--- src/common/alarm_pkg.sv ---
// Package for the alarm and event monitor: register map, fields, types, timing.
package alarm_pkg;
  // ---------------------------------------------------------------
  // Register offsets (byte addresses)
  // ---------------------------------------------------------------
  localparam logic [7:0] OFS_CTRL = 8'h00;
  localparam logic [7:0] OFS_STATUS = 8'h04;
  localparam logic [7:0] OFS_ACK = 8'h08;
  localparam logic [7:0] OFS_OVP_LIM = 8'h0C;
  localparam logic [7:0] OFS_OCP_LIM = 8'h10;
  localparam logic [7:0] OFS_OPP_LIM = 8'h14;
  localparam logic [7:0] OFS_EVT_BASE = 8'h20;
  localparam logic [7:0] OFS_PROF_SEL = 8'h40;
  localparam logic [7:0] OFS_PIN = 8'h44;
  localparam logic [7:0] OFS_PIN_ENTRY = 8'h48;
  localparam logic [7:0] OFS_LOCK_STAT = 8'h4C;
  localparam logic [7:0] OFS_EVT_STAT = 8'h50;
  localparam logic [7:0] OFS_PROF_SAVE = 8'h54;

  // ---------------------------------------------------------------
  // Widths and sizes
  // ---------------------------------------------------------------
  localparam int VAL_W = 16;
  localparam int NUM_EVT = 5;
  localparam int NUM_PROF = 6;
  localparam int NUM_ALM = 6;

  // Nominal values, arbitrary scale
  localparam logic [VAL_W-1:0] U_NOM = 16'hE8BA;
  localparam logic [VAL_W-1:0] I_NOM = 16'hE8BA;
  localparam logic [VAL_W-1:0] P_NOM = 16'hE8BA;
  // Protection default 110 % and upper limit 1.1 * nominal
  localparam logic [VAL_W-1:0] PROT_DEFAULT = 16'hFFFF;
  localparam logic [VAL_W-1:0] PROT_MAX = 16'hFFFF;

  // ---------------------------------------------------------------
  // Control register fields
  // ---------------------------------------------------------------
  localparam int CTRL_SOUND = 0;
  localparam int CTRL_OT_AUTO = 1;
  localparam int CTRL_LOCK_EN = 2;
  localparam int CTRL_LOCK_ONOFF = 3;
  localparam int CTRL_PIN_EN = 4;
  localparam int CTRL_W = 5;
  localparam logic [CTRL_W-1:0] CTRL_RESET = 5'h00;

  // Alarm bit positions
  localparam int ALM_OVP = 0;
  localparam int ALM_OCP = 1;
  localparam int ALM_OPP = 2;
  localparam int ALM_SUPPLY = 3;
  localparam int ALM_OT = 4;
  localparam int ALM_PAR = 5;

  // Event index
  localparam int EV_LOW_U = 0;
  localparam int EV_HIGH_U = 1;
  localparam int EV_LOW_I = 2;
  localparam int EV_HIGH_I = 3;
  localparam int EV_HIGH_P = 4;

  // ---------------------------------------------------------------
  // Timing
  // ---------------------------------------------------------------
  localparam int CLK_MHZ = 125;
  localparam int UNLOCK_WINDOW_MS = 5000;
  localparam int UNLOCK_CYCLES = UNLOCK_WINDOW_MS * CLK_MHZ * 1000;
  localparam int TMR_W = 30;

  localparam logic [1:0] RESP_OKAY = 2'b00;
  localparam logic [1:0] RESP_SLVERR = 2'b10;

  typedef enum logic [1:0] {
    ACT_NONE,
    ACT_SIGNAL,
    ACT_WARNING,
    ACT_ALARM
  } action_type;

  typedef struct packed {
    logic [VAL_W-1:0] limit;
    action_type action;
  } event_cfg_type;

  typedef struct packed {
    logic [VAL_W-1:0] voltage;
    logic [VAL_W-1:0] current;
    logic [VAL_W-1:0] power;
  } meas_type;

  typedef enum logic [1:0] {
    LK_OPEN,
    LK_LOCKED,
    LK_REQUEST,
    LK_PIN_WAIT
  } lock_state_type;
endpackage

--- src/design/alarm_event_monitor.sv ---
// Alarm latching, user events, output switch-off and front-panel lock.
// Notes on behaviour
// (RL1) Alarms stay pending until acknowledged, even after the cause is gone.
// (RL2) Still-present alarm after acknowledge stays shown and can be re-raised.
// (RL3) Current at overcurrent limit raises alarm and switches output off.
// (RL4) Power at overpower limit raises alarm, switches off; limit up to 1.1 nominal.
// (RL5) Protection limits reset to 110 percent of nominal.
// (RL6) Overtemperature raises alarm, switches off; auto restore is configurable.
// (RL7) Lost parallel slave raises alarm and switches off until reinitialised.
// (RL8) All user events reset with action none.
// (RL9) Events are evaluated only while the output is on.
// (RL10) Five events, each with own limit and action none/signal/warning/alarm.
// (RL11) Low-voltage event fires below its limit, limit up to nominal.
// (RL12) High-voltage event fires above its limit, limit up to nominal.
// (RL13) Low-current event fires below its limit, limit up to nominal.
// (RL14) High-current event fires above its limit, limit up to nominal.
// (RL15) High-power event fires above its limit, limit up to nominal.
// (RL16) Event with alarm action switches the output off.
// (RL17) Event settings are stored per profile; selecting one loads it.
// (RL18) Sound on alarms only when the sound enable is set.
// (RL19) While locked, value changes are rejected and raise an unlock request.
// (RL20) Lock may be full or leave the on/off button usable.
// (RL21) Unlock request must be confirmed within 5 s or it is withdrawn.
// (RL22) With PIN enabled every unlock needs the correct PIN.
// (RL23) Alarm action: status text, alarm notice, sound if enabled, output off.
// (RL24) Warning action adds a warning notice; signal shows only status text.
// (RL25) Each alarm and event is a latched flag cleared only by acknowledge; the parallel alarm clears only on reinit.
// (RL26) Unlock timeout counted in clock cycles from a five-second parameter.
//
// Decided for this implementation: the register addresses and the AXI4-Lite register port.
`timescale 1ns/1ps
module alarm_event_monitor
  import alarm_pkg::*;
#(
  parameter int UNLOCK_TICKS = UNLOCK_CYCLES
) (
  input wire logic REF_CLK,
  input wire logic RST,
  // AXI4-Lite slave
  input wire logic [7:0] S_AXI_AWADDR,
  input wire logic S_AXI_AWVALID,
  output logic S_AXI_AWREADY,
  input wire logic [31:0] S_AXI_WDATA,
  input wire logic [3:0] S_AXI_WSTRB,
  input wire logic S_AXI_WVALID,
  output logic S_AXI_WREADY,
  output logic [1:0] S_AXI_BRESP,
  output logic S_AXI_BVALID,
  input wire logic S_AXI_BREADY,
  input wire logic [7:0] S_AXI_ARADDR,
  input wire logic S_AXI_ARVALID,
  output logic S_AXI_ARREADY,
  output logic [31:0] S_AXI_RDATA,
  output logic [1:0] S_AXI_RRESP,
  output logic S_AXI_RVALID,
  input wire logic S_AXI_RREADY,
  // Power stage side
  input wire meas_type MEAS,
  input wire logic OUTPUT_ON_REQ,
  input wire logic SUPPLY_FAIL,
  input wire logic TEMP_LIMIT,
  input wire logic SLAVE_LOST,
  input wire logic PARALLEL_REINIT,
  output logic OUTPUT_ENABLE,
  // Front panel side
  input wire logic PANEL_CHANGE,
  input wire logic PANEL_ONOFF,
  input wire logic PANEL_CONFIRM,
  input wire logic PANEL_STATUS_TAP,
  input wire logic PANEL_ACK,
  output logic PANEL_ACCEPT,
  output logic PANEL_ONOFF_ACCEPT,
  output logic UNLOCK_REQUEST,
  output logic PIN_REQUEST,
  output logic ALARM_NOTICE,
  output logic WARNING_NOTICE,
  output logic SOUND,
  output logic [NUM_ALM-1:0] ALARM_FLAGS,
  output logic [NUM_EVT-1:0] EVENT_FLAGS,
  output logic [2:0] ANALOG_ALARMS
);
  // ---------------------------------------------------------------
  // Configuration storage
  // ---------------------------------------------------------------
  logic [CTRL_W-1:0] ctrl;
  logic [VAL_W-1:0] ovp_lim, ocp_lim, opp_lim;
  event_cfg_type evt_cfg [NUM_EVT];
  event_cfg_type prof_mem [NUM_PROF][NUM_EVT];
  logic [2:0] prof_sel;
  logic [15:0] pin_code;
  logic [NUM_ALM-1:0] alarm_latch, alarm_seen;
  logic [NUM_EVT-1:0] event_latch;
  logic output_on;
  logic alarm_pop, warn_pop;
  lock_state_type lock_state;
  logic [TMR_W-1:0] unlock_timer;
  logic pin_ok;

  function automatic logic [VAL_W-1:0] clamp(input logic [VAL_W-1:0] v,
                                            input logic [VAL_W-1:0] lim);
    clamp = (v > lim) ? lim : v;
  endfunction

  // ---------------------------------------------------------------
  // AXI4-Lite handshake
  // ---------------------------------------------------------------
  logic aw_hold, w_hold;
  logic [7:0] aw_addr;
  logic [31:0] w_data;
  wire aw_take = S_AXI_AWVALID && S_AXI_AWREADY;
  wire w_take = S_AXI_WVALID && S_AXI_WREADY;
  wire have_aw = aw_hold || aw_take;
  wire have_w = w_hold || w_take;
  wire [7:0] wr_addr = aw_hold ? aw_addr : S_AXI_AWADDR;
  wire [31:0] wr_data = w_hold ? w_data : S_AXI_WDATA;
  wire wr_fire = have_aw && have_w && !S_AXI_BVALID;
  wire wr_full = S_AXI_WSTRB == 4'hF;
  wire wr_evt = wr_addr >= OFS_EVT_BASE && wr_addr < OFS_EVT_BASE + 8'(4 * NUM_EVT);
  wire [2:0] wr_idx = 3'((wr_addr - OFS_EVT_BASE) >> 2);
  wire wr_known = wr_evt || wr_addr == OFS_CTRL || wr_addr == OFS_ACK
    || wr_addr == OFS_OVP_LIM || wr_addr == OFS_OCP_LIM || wr_addr == OFS_OPP_LIM
    || wr_addr == OFS_PROF_SEL || wr_addr == OFS_PIN || wr_addr == OFS_PIN_ENTRY
    || wr_addr == OFS_PROF_SAVE;
  wire wr_ok = wr_fire && wr_full && wr_known;
  // Locked panel ignores config writes; ack and PIN entry still act
  wire wr_cfg = wr_ok && lock_state == LK_OPEN;

  always_ff @(posedge REF_CLK) begin
    if (RST) begin
      aw_hold <= 1'b0;
      w_hold <= 1'b0;
      aw_addr <= 8'h00;
      w_data <= 32'h0000_0000;
      S_AXI_AWREADY <= 1'b0;
      S_AXI_WREADY <= 1'b0;
      S_AXI_BVALID <= 1'b0;
      S_AXI_BRESP <= RESP_OKAY;
    end else begin
      S_AXI_AWREADY <= !have_aw && !S_AXI_AWREADY;
      S_AXI_WREADY <= !have_w && !S_AXI_WREADY;
      if (aw_take) aw_addr <= S_AXI_AWADDR;
      if (w_take) w_data <= S_AXI_WDATA;
      aw_hold <= have_aw && !wr_fire;
      w_hold <= have_w && !wr_fire;
      if (wr_fire) begin
        S_AXI_BVALID <= 1'b1;
        S_AXI_BRESP <= (wr_full && wr_known) ? RESP_OKAY : RESP_SLVERR;
      end else if (S_AXI_BREADY) begin
        S_AXI_BVALID <= 1'b0;
      end
    end
  end

  wire rd_evt = S_AXI_ARADDR >= OFS_EVT_BASE
    && S_AXI_ARADDR < OFS_EVT_BASE + 8'(4 * NUM_EVT);
  wire [2:0] rd_idx = 3'((S_AXI_ARADDR - OFS_EVT_BASE) >> 2);
  logic [31:0] rd_val;
  logic rd_known;
  always_comb begin
    rd_known = 1'b1;
    rd_val = 32'h0000_0000;
    if (rd_evt) begin
      rd_val = 32'({evt_cfg[rd_idx].action, evt_cfg[rd_idx].limit});
    end else begin
      case (S_AXI_ARADDR)
        OFS_CTRL: rd_val = 32'(ctrl);
        OFS_STATUS: rd_val = 32'({output_on, alarm_seen, alarm_latch});
        OFS_OVP_LIM: rd_val = 32'(ovp_lim);
        OFS_OCP_LIM: rd_val = 32'(ocp_lim);
        OFS_OPP_LIM: rd_val = 32'(opp_lim);
        OFS_PROF_SEL: rd_val = 32'(prof_sel);
        OFS_LOCK_STAT: rd_val = 32'(lock_state);
        OFS_EVT_STAT: rd_val = 32'(event_latch);
        OFS_ACK, OFS_PIN, OFS_PIN_ENTRY, OFS_PROF_SAVE: rd_val = 32'h0000_0000;
        default: rd_known = 1'b0;
      endcase
    end
  end

  always_ff @(posedge REF_CLK) begin
    if (RST) begin
      S_AXI_ARREADY <= 1'b0;
      S_AXI_RVALID <= 1'b0;
      S_AXI_RDATA <= 32'h0000_0000;
      S_AXI_RRESP <= RESP_OKAY;
    end else begin
      S_AXI_ARREADY <= !S_AXI_ARREADY && !S_AXI_RVALID && S_AXI_ARVALID;
      if (S_AXI_ARVALID && S_AXI_ARREADY) begin
        S_AXI_RVALID <= 1'b1;
        S_AXI_RDATA <= rd_val;
        S_AXI_RRESP <= rd_known ? RESP_OKAY : RESP_SLVERR;
      end else if (S_AXI_RREADY) begin
        S_AXI_RVALID <= 1'b0;
      end
    end
  end

  // ---------------------------------------------------------------
  // Configuration writes and profile store
  // ---------------------------------------------------------------
  wire prof_load = wr_cfg && wr_addr == OFS_PROF_SEL && wr_data[2:0] < 3'(NUM_PROF);
  // Profile 0 is the read-only default
  wire prof_save = wr_cfg && wr_addr == OFS_PROF_SAVE && wr_data[2:0] != 3'h0
    && wr_data[2:0] < 3'(NUM_PROF);

  always_ff @(posedge REF_CLK) begin
    if (RST) begin
      ctrl <= CTRL_RESET;
      ovp_lim <= PROT_DEFAULT; // see RL5
      ocp_lim <= PROT_DEFAULT; // see RL5
      opp_lim <= PROT_DEFAULT; // see RL5
      prof_sel <= 3'h0;
      pin_code <= 16'h0000;
      for (int e = 0; e < NUM_EVT; e++) begin
        evt_cfg[e] <= '{limit: '0, action: ACT_NONE}; // see RL8
        for (int p = 0; p < NUM_PROF; p++) prof_mem[p][e] <= '{limit: '0, action: ACT_NONE};
      end
    end else begin
      if (wr_cfg && wr_addr == OFS_CTRL) ctrl <= wr_data[CTRL_W-1:0];
      if (wr_cfg && wr_addr == OFS_OVP_LIM) ovp_lim <= clamp(wr_data[VAL_W-1:0], PROT_MAX);
      if (wr_cfg && wr_addr == OFS_OCP_LIM) ocp_lim <= clamp(wr_data[VAL_W-1:0], PROT_MAX);
      if (wr_cfg && wr_addr == OFS_OPP_LIM) opp_lim <= clamp(wr_data[VAL_W-1:0], PROT_MAX); // see RL4
      if (wr_cfg && wr_addr == OFS_PIN) pin_code <= wr_data[15:0];
      if (wr_cfg && wr_evt) begin // see RL10
        evt_cfg[wr_idx].action <= action_type'(wr_data[VAL_W+1:VAL_W]);
        evt_cfg[wr_idx].limit <= clamp(wr_data[VAL_W-1:0],
          (wr_idx == 3'(EV_LOW_U) || wr_idx == 3'(EV_HIGH_U)) ? U_NOM :
          (wr_idx == 3'(EV_HIGH_P)) ? P_NOM : I_NOM); // see RL11
      end
      if (prof_load) begin // see RL17
        prof_sel <= wr_data[2:0];
        for (int e = 0; e < NUM_EVT; e++) evt_cfg[e] <= prof_mem[wr_data[2:0]][e];
      end
      if (prof_save) begin
        for (int e = 0; e < NUM_EVT; e++) prof_mem[wr_data[2:0]][e] <= evt_cfg[e];
      end
    end
  end

  // ---------------------------------------------------------------
  // Detection
  // ---------------------------------------------------------------
  logic [NUM_ALM-1:0] alarm_cond;
  assign alarm_cond[ALM_OVP] = MEAS.voltage >= ovp_lim;
  assign alarm_cond[ALM_OCP] = MEAS.current >= ocp_lim; // see RL3
  assign alarm_cond[ALM_OPP] = MEAS.power >= opp_lim; // see RL4
  assign alarm_cond[ALM_SUPPLY] = SUPPLY_FAIL;
  assign alarm_cond[ALM_OT] = TEMP_LIMIT; // see RL6
  assign alarm_cond[ALM_PAR] = SLAVE_LOST; // see RL7

  logic [NUM_EVT-1:0] evt_hit, evt_fire;
  assign evt_hit[EV_LOW_U] = MEAS.voltage < evt_cfg[EV_LOW_U].limit; // see RL11
  assign evt_hit[EV_HIGH_U] = MEAS.voltage > evt_cfg[EV_HIGH_U].limit; // see RL12
  assign evt_hit[EV_LOW_I] = MEAS.current < evt_cfg[EV_LOW_I].limit; // see RL13
  assign evt_hit[EV_HIGH_I] = MEAS.current > evt_cfg[EV_HIGH_I].limit; // see RL14
  assign evt_hit[EV_HIGH_P] = MEAS.power > evt_cfg[EV_HIGH_P].limit; // see RL15

  logic [NUM_EVT-1:0] evt_alarm, evt_warn;
  always_comb begin
    for (int e = 0; e < NUM_EVT; e++) begin
      // Output on and action set
      evt_fire[e] = output_on && evt_hit[e] && evt_cfg[e].action != ACT_NONE; // see RL9
      evt_alarm[e] = evt_cfg[e].action == ACT_ALARM;
      evt_warn[e] = evt_cfg[e].action == ACT_WARNING;
    end
  end

  // Panel acks all; register ack takes a mask
  wire [NUM_ALM-1:0] ack_alm = (PANEL_ACK ? {NUM_ALM{1'b1}} : '0)
    | ((wr_ok && wr_addr == OFS_ACK) ? wr_data[NUM_ALM-1:0] : '0);
  wire [NUM_EVT-1:0] ack_evt = (PANEL_ACK ? {NUM_EVT{1'b1}} : '0)
    | ((wr_ok && wr_addr == OFS_ACK) ? wr_data[NUM_ALM+NUM_EVT-1:NUM_ALM] : '0);
  // Link alarm clears only on reinit
  wire [NUM_ALM-1:0] alm_clear = {PARALLEL_REINIT, ack_alm[NUM_ALM-2:0]}; // see RL7

  wire [NUM_ALM-1:0] next_alarm_latch = (alarm_latch & ~alm_clear) | alarm_cond; // see RL1
  wire [NUM_EVT-1:0] next_event_latch = (event_latch & ~ack_evt) | evt_fire; // see RL25
  wire [NUM_ALM-1:0] rising_alm = alarm_cond & ~alarm_latch;
  wire any_alarm_evt = |(evt_fire & evt_alarm & ~event_latch);
  wire any_warn_evt = |(evt_fire & evt_warn & ~event_latch);
  wire new_alarm = |rising_alm || any_alarm_evt;
  // OT may return on its own when auto restore is set
  wire ot_block = alarm_latch[ALM_OT] && !(ctrl[CTRL_OT_AUTO] && !TEMP_LIMIT); // see RL6
  wire [NUM_ALM-1:0] no_ot = ~(NUM_ALM'(1) << ALM_OT);
  wire trip = |alarm_cond || |(evt_fire & evt_alarm); // see RL16

  // ---------------------------------------------------------------
  // Alarm latches, notices, output control
  // ---------------------------------------------------------------
  wire onoff_ok = lock_state == LK_OPEN || ctrl[CTRL_LOCK_ONOFF]; // see RL20
  always_ff @(posedge REF_CLK) begin
    if (RST) begin
      alarm_latch <= '0;
      alarm_seen <= '0;
      event_latch <= '0;
      output_on <= 1'b0;
      alarm_pop <= 1'b0;
      warn_pop <= 1'b0;
    end else begin
      alarm_latch <= next_alarm_latch; // see RL25
      event_latch <= next_event_latch;
      // Acked but present alarms stay shown
      alarm_seen <= (alarm_seen | (alarm_latch & ack_alm & alarm_cond)) & alarm_cond; // see RL2
      if (new_alarm) alarm_pop <= 1'b1; // see RL23
      else if (PANEL_STATUS_TAP && |alarm_seen) alarm_pop <= 1'b1; // see RL2
      else if (PANEL_ACK) alarm_pop <= 1'b0;
      if (any_warn_evt) warn_pop <= 1'b1; // see RL24
      else if (PANEL_ACK) warn_pop <= 1'b0;
      if (trip) output_on <= 1'b0; // see RL3
      else if (PANEL_ONOFF && onoff_ok && output_on) output_on <= 1'b0;
      else if ((PANEL_ONOFF && onoff_ok) || OUTPUT_ON_REQ) begin
        if (!(|(alarm_latch & no_ot)) && !ot_block) output_on <= 1'b1;
      end
    end
  end

  // ---------------------------------------------------------------
  // Front-panel lock
  // ---------------------------------------------------------------
  wire attempt = PANEL_CHANGE || (PANEL_ONOFF && !ctrl[CTRL_LOCK_ONOFF]);
  wire pin_write = wr_ok && wr_addr == OFS_PIN_ENTRY;
  assign pin_ok = pin_write && wr_data[15:0] == pin_code;
  lock_state_type next_lock;
  always_comb begin
    next_lock = lock_state;
    case (lock_state)
      LK_OPEN: if (ctrl[CTRL_LOCK_EN]) next_lock = LK_LOCKED;
      LK_LOCKED: if (attempt) next_lock = LK_REQUEST; // see RL19
      LK_REQUEST: begin
        if (PANEL_CONFIRM) next_lock = ctrl[CTRL_PIN_EN] ? LK_PIN_WAIT : LK_OPEN; // see RL22
        else if (unlock_timer == '0) next_lock = LK_LOCKED; // see RL21
      end
      LK_PIN_WAIT: if (pin_ok) next_lock = LK_OPEN; // see RL22
      default: next_lock = LK_OPEN;
    endcase
  end

  always_ff @(posedge REF_CLK) begin
    if (RST) begin
      lock_state <= LK_OPEN;
      unlock_timer <= '0;
    end else begin
      lock_state <= next_lock;
      if (lock_state == LK_LOCKED) unlock_timer <= TMR_W'(UNLOCK_TICKS - 1); // see RL26
      else if (unlock_timer != '0) unlock_timer <= unlock_timer - 1'b1;
    end
  end

  // ---------------------------------------------------------------
  // Registered outputs
  // ---------------------------------------------------------------
  always_ff @(posedge REF_CLK) begin
    if (RST) begin
      OUTPUT_ENABLE <= 1'b0;
      PANEL_ACCEPT <= 1'b0;
      PANEL_ONOFF_ACCEPT <= 1'b0;
      UNLOCK_REQUEST <= 1'b0;
      PIN_REQUEST <= 1'b0;
      ALARM_NOTICE <= 1'b0;
      WARNING_NOTICE <= 1'b0;
      SOUND <= 1'b0;
      ALARM_FLAGS <= '0;
      EVENT_FLAGS <= '0;
      ANALOG_ALARMS <= '0;
    end else begin
      OUTPUT_ENABLE <= output_on;
      PANEL_ACCEPT <= next_lock == LK_OPEN; // see RL19
      PANEL_ONOFF_ACCEPT <= onoff_ok;
      UNLOCK_REQUEST <= next_lock == LK_REQUEST;
      PIN_REQUEST <= next_lock == LK_PIN_WAIT;
      ALARM_NOTICE <= alarm_pop;
      WARNING_NOTICE <= warn_pop;
      SOUND <= alarm_pop && ctrl[CTRL_SOUND]; // see RL18
      ALARM_FLAGS <= alarm_latch | alarm_seen;
      EVENT_FLAGS <= event_latch; // see RL24
      // Parallel alarm is not reported on the analog side
      ANALOG_ALARMS <= {alarm_latch[ALM_OT], alarm_latch[ALM_SUPPLY],
        |alarm_latch[ALM_OPP:ALM_OVP]}; // see RL3
    end
  end
endmodule

--- config.mk ---
export PLATFORM = sky130hd
export DESIGN_NAME = alarm_event_monitor
export DESIGN_NICKNAME = d
export VERILOG_FILES = /design/src/common/alarm_pkg.sv /design/src/design/alarm_event_monitor.sv
export SDC_FILE = /design/constraint.sdc
export NUM_CORES = 2
export LEC_CHECK = 0
export BUFFER_PORTS_ARGS = -buffer_cell sky130_fd_sc_hd__buf_2
export CAP_MARGIN = 20
export CORE_ASPECT_RATIO = 1.5
export CORE_UTILIZATION = 35
export CTS_BUF_LIST = sky130_fd_sc_hd__clkbuf_8
export CTS_CLUSTER_DIAMETER = 200
export DETAILED_ROUTE_END_ITERATION = 8
export PLACE_DENSITY = 0.62
export SYNTH_ARGS = -nofsm -noshare
export SYNTH_HDL_FRONTEND = slang
export SYNTH_SLANG_ARGS = --single-unit
--- constraint.sdc ---
create_clock -name REF_CLK -period 4.9 [get_ports REF_CLK]
set_input_delay 0.98 -clock REF_CLK [delete_from_list [all_inputs] [get_ports REF_CLK]]
set_output_delay 0.98 -clock REF_CLK [all_outputs]
set_load 0.05 [all_outputs]
==> Flow_metrics.wiki <==
{| class="wikitable"
! Metric !! Value
|-
| Cell count after synthesis || 4238
|-
| Number of storage elements in the synthesis netlist || 1042
|-
| Horiz. Die Dim || 303 um
|-
| Synth top cells by count || sky130_fd_sc_hd__edfxtp_1, sky130_fd_sc_hd__nand2_1, sky130_fd_sc_hd__nor3_1, sky130_fd_sc_hd__clkbuf_1, sky130_fd_sc_hd__nor2_1
|-
| Most frequent cell after synthesis || sky130_fd_sc_hd__edfxtp_1
|-
| Main flop type after synthesis || sky130_fd_sc_hd__edfxtp_1
|-
| Part of the total power dissipated in the clock network || 34.7%
|-
| Critical Path Max Stage Delay || 0.82 ns
|-
| I/O pin count || 180
|-
| Worst setup path class || reg -> reg
|-
| Result of the run || finished, final reports clean
|-
| P_leak || a little over 20 nW
|-
| Vias post-DR || 36.9k
|-
| Layout cells sized above 1 || 11.6%
|-
| Number of I/O port buffers || 149
|-
| Hold Crit Start || S_AXI_WDATA[14]
|-
| Number of global-route vias before repair || 36.4k
|-
| Kind of path behind the tightest hold check || in -> reg
|-
| CTS Hold Buffers Added || 0
|-
| Aggregate global routing overflow || 0
|-
| Syn avg cell area || 11.2 um^2
|-
| Buffer cell driving the clock tree root || sky130_fd_sc_hd__clkbuf_8
|-
| Final estimated routing congestion in global placement || 0.949
|-
| Clock slew seen by the registers of the worst setup and hold paths || around 0.070 ns
|-
| Clock insertion delay at the later pin of the skew report || 0.90 ns
|-
| WL final || 169000 um
|-
| Relative slew slack || 23.9%
|-
| Largest clock skew in the final design || ~0.035 ns
|-
| Proportion of synthesized flip-flops having asynchronous set or reset || 0%
|-
| DRT antenna net count || 0
|-
| Area taken by multi-input logic gates || between 15000 and 20000 um^2
|-
| Die area || about 140000 um^2
|-
| Library cell occupying the most area in the post-synthesis netlist || sky130_fd_sc_hd__edfxtp_1
|-
| Detailed Place HPWL || 109000 um
|-
| Hold WS || 0.341 ns
|-
| Detailed router's first-iteration violation count || roughly 3.8k
|-
| Worst voltage drop across the vdd grid || 0.319 mV
|-
| Final hold violation count || 0
|-
| Final Net Count || 4897
|-
| Vias per std cell || 5.66
|-
| Sequential group share of total power || 52.0%
|-
| Wire length per cell || 25.9 um
|-
| Placed cell count || around 6.3k
|-
| Cell Int Power || ~14 mW
|-
| Combinational Power Share || 13.3%
|-
| Initial antenna violation count || 15
|-
| Global-route wire length before repair || approximately 240000 um
|-
| Count of max-cap constraint violations || 0
|-
| Filler-free cell count of the finished design || about 6.5k
|-
| RSZ-0062 raised after global routing || false
|-
| Worst Setup End Kind || flip-flop
|-
| Area delta synth->final || 15.0%
|-
| Clock sink count || 1042
|-
| Required time of the worst setup path || 5.50 ns
|-
| CTS tree || done
|-
| Crit path cell chain || buf_4 > mux2i_1 > nand4_1 > o21a_1 > nor2_1 > o22ai_1
|-
| Largest net degree at the start of global routing || 163
|-
| Register-to-Register Path Depth || 6
|-
| Number of remaining DRC errors || 0
|-
| Switching share of power || ~28%
|-
| Num rows || 165
|-
| Post-CTS resize count || 0
|-
| Actual transition at the worst max-transition pin || 1.12 ns
|-
| Setup crit start || w_hold
|-
| Initial Util || 35.2%
|-
| Total Negative Setup Slacks || 0 ns
|-
| Data arrival time of the critical path || 4.71 ns
|-
| Area of the mapped netlist || 47500 um^2
|-
| Number of buffers and inverters on the critical path || 1
|-
| Number of warnings reported in the yosys synthesis log || 0
|-
| Worst setup path endpoint || evt_cfg[1][7]
|-
| CTS buffer count || between 100 and 150
|-
| EDFF count, synth || 843
|-
| Maximum frequency from static timing analysis || around 240 MHz
|-
| Fraction of the cycle the final worst path needs || 83.8%
|-
| Cell type of the slowest stage on the worst timing path || sky130_fd_sc_hd__nor2_1
|-
| Filler Cells Inserted || 13.0k
|-
| Number of H-tree levels || 4
|-
| Category of cells accounting for the largest share of critical-path delay || simple AND/OR/NAND/NOR gates
|-
| Drt first pass iters || 5
|-
| Buffer levels on the longest clock path || 3
|-
| Die Height || 453 um
|-
| Final core occ || 40.5%
|-
| RR Endpoint || evt_cfg[1][7]
|-
| Worst reg2reg setup slack || approximately 0.79 ns
|-
| Tmin final || 4.11 ns
|-
| Startpoint of the most critical register-to-register path || w_hold
|-
| Stages on the worst setup path || 6
|-
| GRT Overall Usage || about a quarter
|-
| Buffers inserted by post-CTS timing repair || 0
|-
| Sequential Area || between 20000 and 30000 um^2
|-
| Area of the core region || 135000 um^2
|-
| Cell Pwr Density || 358 nW/um^2
|-
| Final setup vio count || 0
|-
| Kind of start point of the critical path || flip-flop
|-
| Share of the synthesized area in the top cell type || roughly 53%
|-
| Worst-path maximum fanout || 13
|-
| Largest cells by area after synthesis || sky130_fd_sc_hd__edfxtp_1, sky130_fd_sc_hd__dfxtp_1, sky130_fd_sc_hd__nand2_1
|-
| Yosys cell types || a little over 80
|-
| Final max-slew violation count || 0
|-
| Switching pwr || 5.56 mW
|-
| Proportion of synthesized chip area in sequential cells || ~62%
|}
## power groups by stage
stage	logic, mW	clock network (mW)	registers [mW]
after global routing	2.78	7.18	10.2
final	2.60	6.78	10.2
after CTS	2.57	6.87	10.2
after detailed placement	2.55	0	10.4
after global placement	2.53	0	10.3
after floorplan	1.53	0	10.3
## worst min-delay path by stage
stage	to	cells past startpoint
4_1_cts	w_data[13]	3
2_1_floorplan	aw_addr[0]	2
6_report	w_data[14]	3
3_5_place_dp	S_AXI_BRESP[1]	2
3_3_place_gp	S_AXI_RRESP[1]	2
5_1_grt	w_data[9]	3
## kinds of logic (layout without fill, tap and decap cells)
logic type / after synthesis / count (layout) / share of synthesized area [%]
AND/OR/NAND/NOR: 1647 / 1647 / 16.1
other: 1 / 327 / 0.00789
adder cells (fa/ha/maj): 127 / 127 / 3.34
AO/OA/AOI/OAI: 814 / 814 / 11.6
multiplexers: 81 / 81 / 2.50
flip-flops: 1042 / 1042 / 61.7
buffers and inverters: 487 / 701 / 4.07
XOR/XNOR: 39 / 39 / 0.719
## placed cells by master, fill, tap and decap left out, drive strengths merged, types with 17 or more instances in the layout
cell type    n
a221o       29
nand4       19
a22oi       30
dfxtp      199
a211oi      21
edfxtp     843
or2         22
nand3      157
nor3       426
clkinv      47
nand2      583
nand2b      25
xnor2       32
o221ai      22
mux4        29
ha         127
a31oi       59
o22ai      124
buf        272
conb       319
and3        27
inv        216
mux2i       42
o21ai      134
nor2       223
nor4        17
o211ai      65
clkbuf     158
and2        82
a21oi      147
a311oi      45
a211o       34
## stage by stage
step | setup slack (ns) | power [mW] | cell area [um^2]
floorplan | 0.764 | 11.9 | 48700
global placement | 0.791 | 12.9 | 51800
detailed placement | 0.817 | 12.9 | 51800
CTS | 0.851 | 19.6 | 54600
global route | 0.828 | 20.2 | 54600
finish | 0.795 | 19.6 | 54600
## final cells by class
| class | count | area share, % |
|---|---|---|
| sequential | 1042 | 53.6 |
| multi-input combinational | 3027 | 32.3 |
| tap | 1753 | 4.01 |
| clock buffer | 158 | 3.98 |
| timing repair buffer | 272 | 3.75 |
| clock inverter | 108 | 1.17 |
| inverter | 163 | 1.12 |
| antenna | 8 | 0.0366 |
## flip-flops by register name, summed over array words and instances (netlist names), 2 cells and up
| signal | flops |
|---|---|
| event_latch | 5 |
| ANALOG_ALARMS | 3 |
| ovp_lim | 16 |
| unlock_timer | 30 |
| pin_code | 16 |
| w_data | 18 |
| ocp_lim | 16 |
| evt_cfg | 123 |
| lock_state | 2 |
| ctrl | 5 |
| prof_mem | 720 |
| EVENT_FLAGS | 5 |
| aw_addr | 8 |
| prof_sel | 3 |
| ALARM_FLAGS | 6 |
| alarm_seen | 6 |
| opp_lim | 16 |
| alarm_latch | 6 |
| S_AXI_RDATA | 18 |
## worst register-to-register path, stage by stage, from the launching register on
cell	delay, ns
sky130_fd_sc_hd__dfxtp_2	0.65
sky130_fd_sc_hd__buf_4	0.33
sky130_fd_sc_hd__mux2i_1	0.75
sky130_fd_sc_hd__nand4_1	0.47
sky130_fd_sc_hd__o21a_1	0.60
sky130_fd_sc_hd__nor2_1	0.83
sky130_fd_sc_hd__o22ai_1	0.20
## metal layers
layer | wire length, um | global-route usage, % | vias to the layer above
met3 | 13500 | 5.11 | 485
met5 | 41 | 0 | -
met1 | 61000 | 27.8 | 18261
li1 | - | - | 16291
met4 | 12200 | 16.4 | 8
met2 | 82500 | 41.2 | 1904
Note: power is estimated with default switching activity, not from simulation.
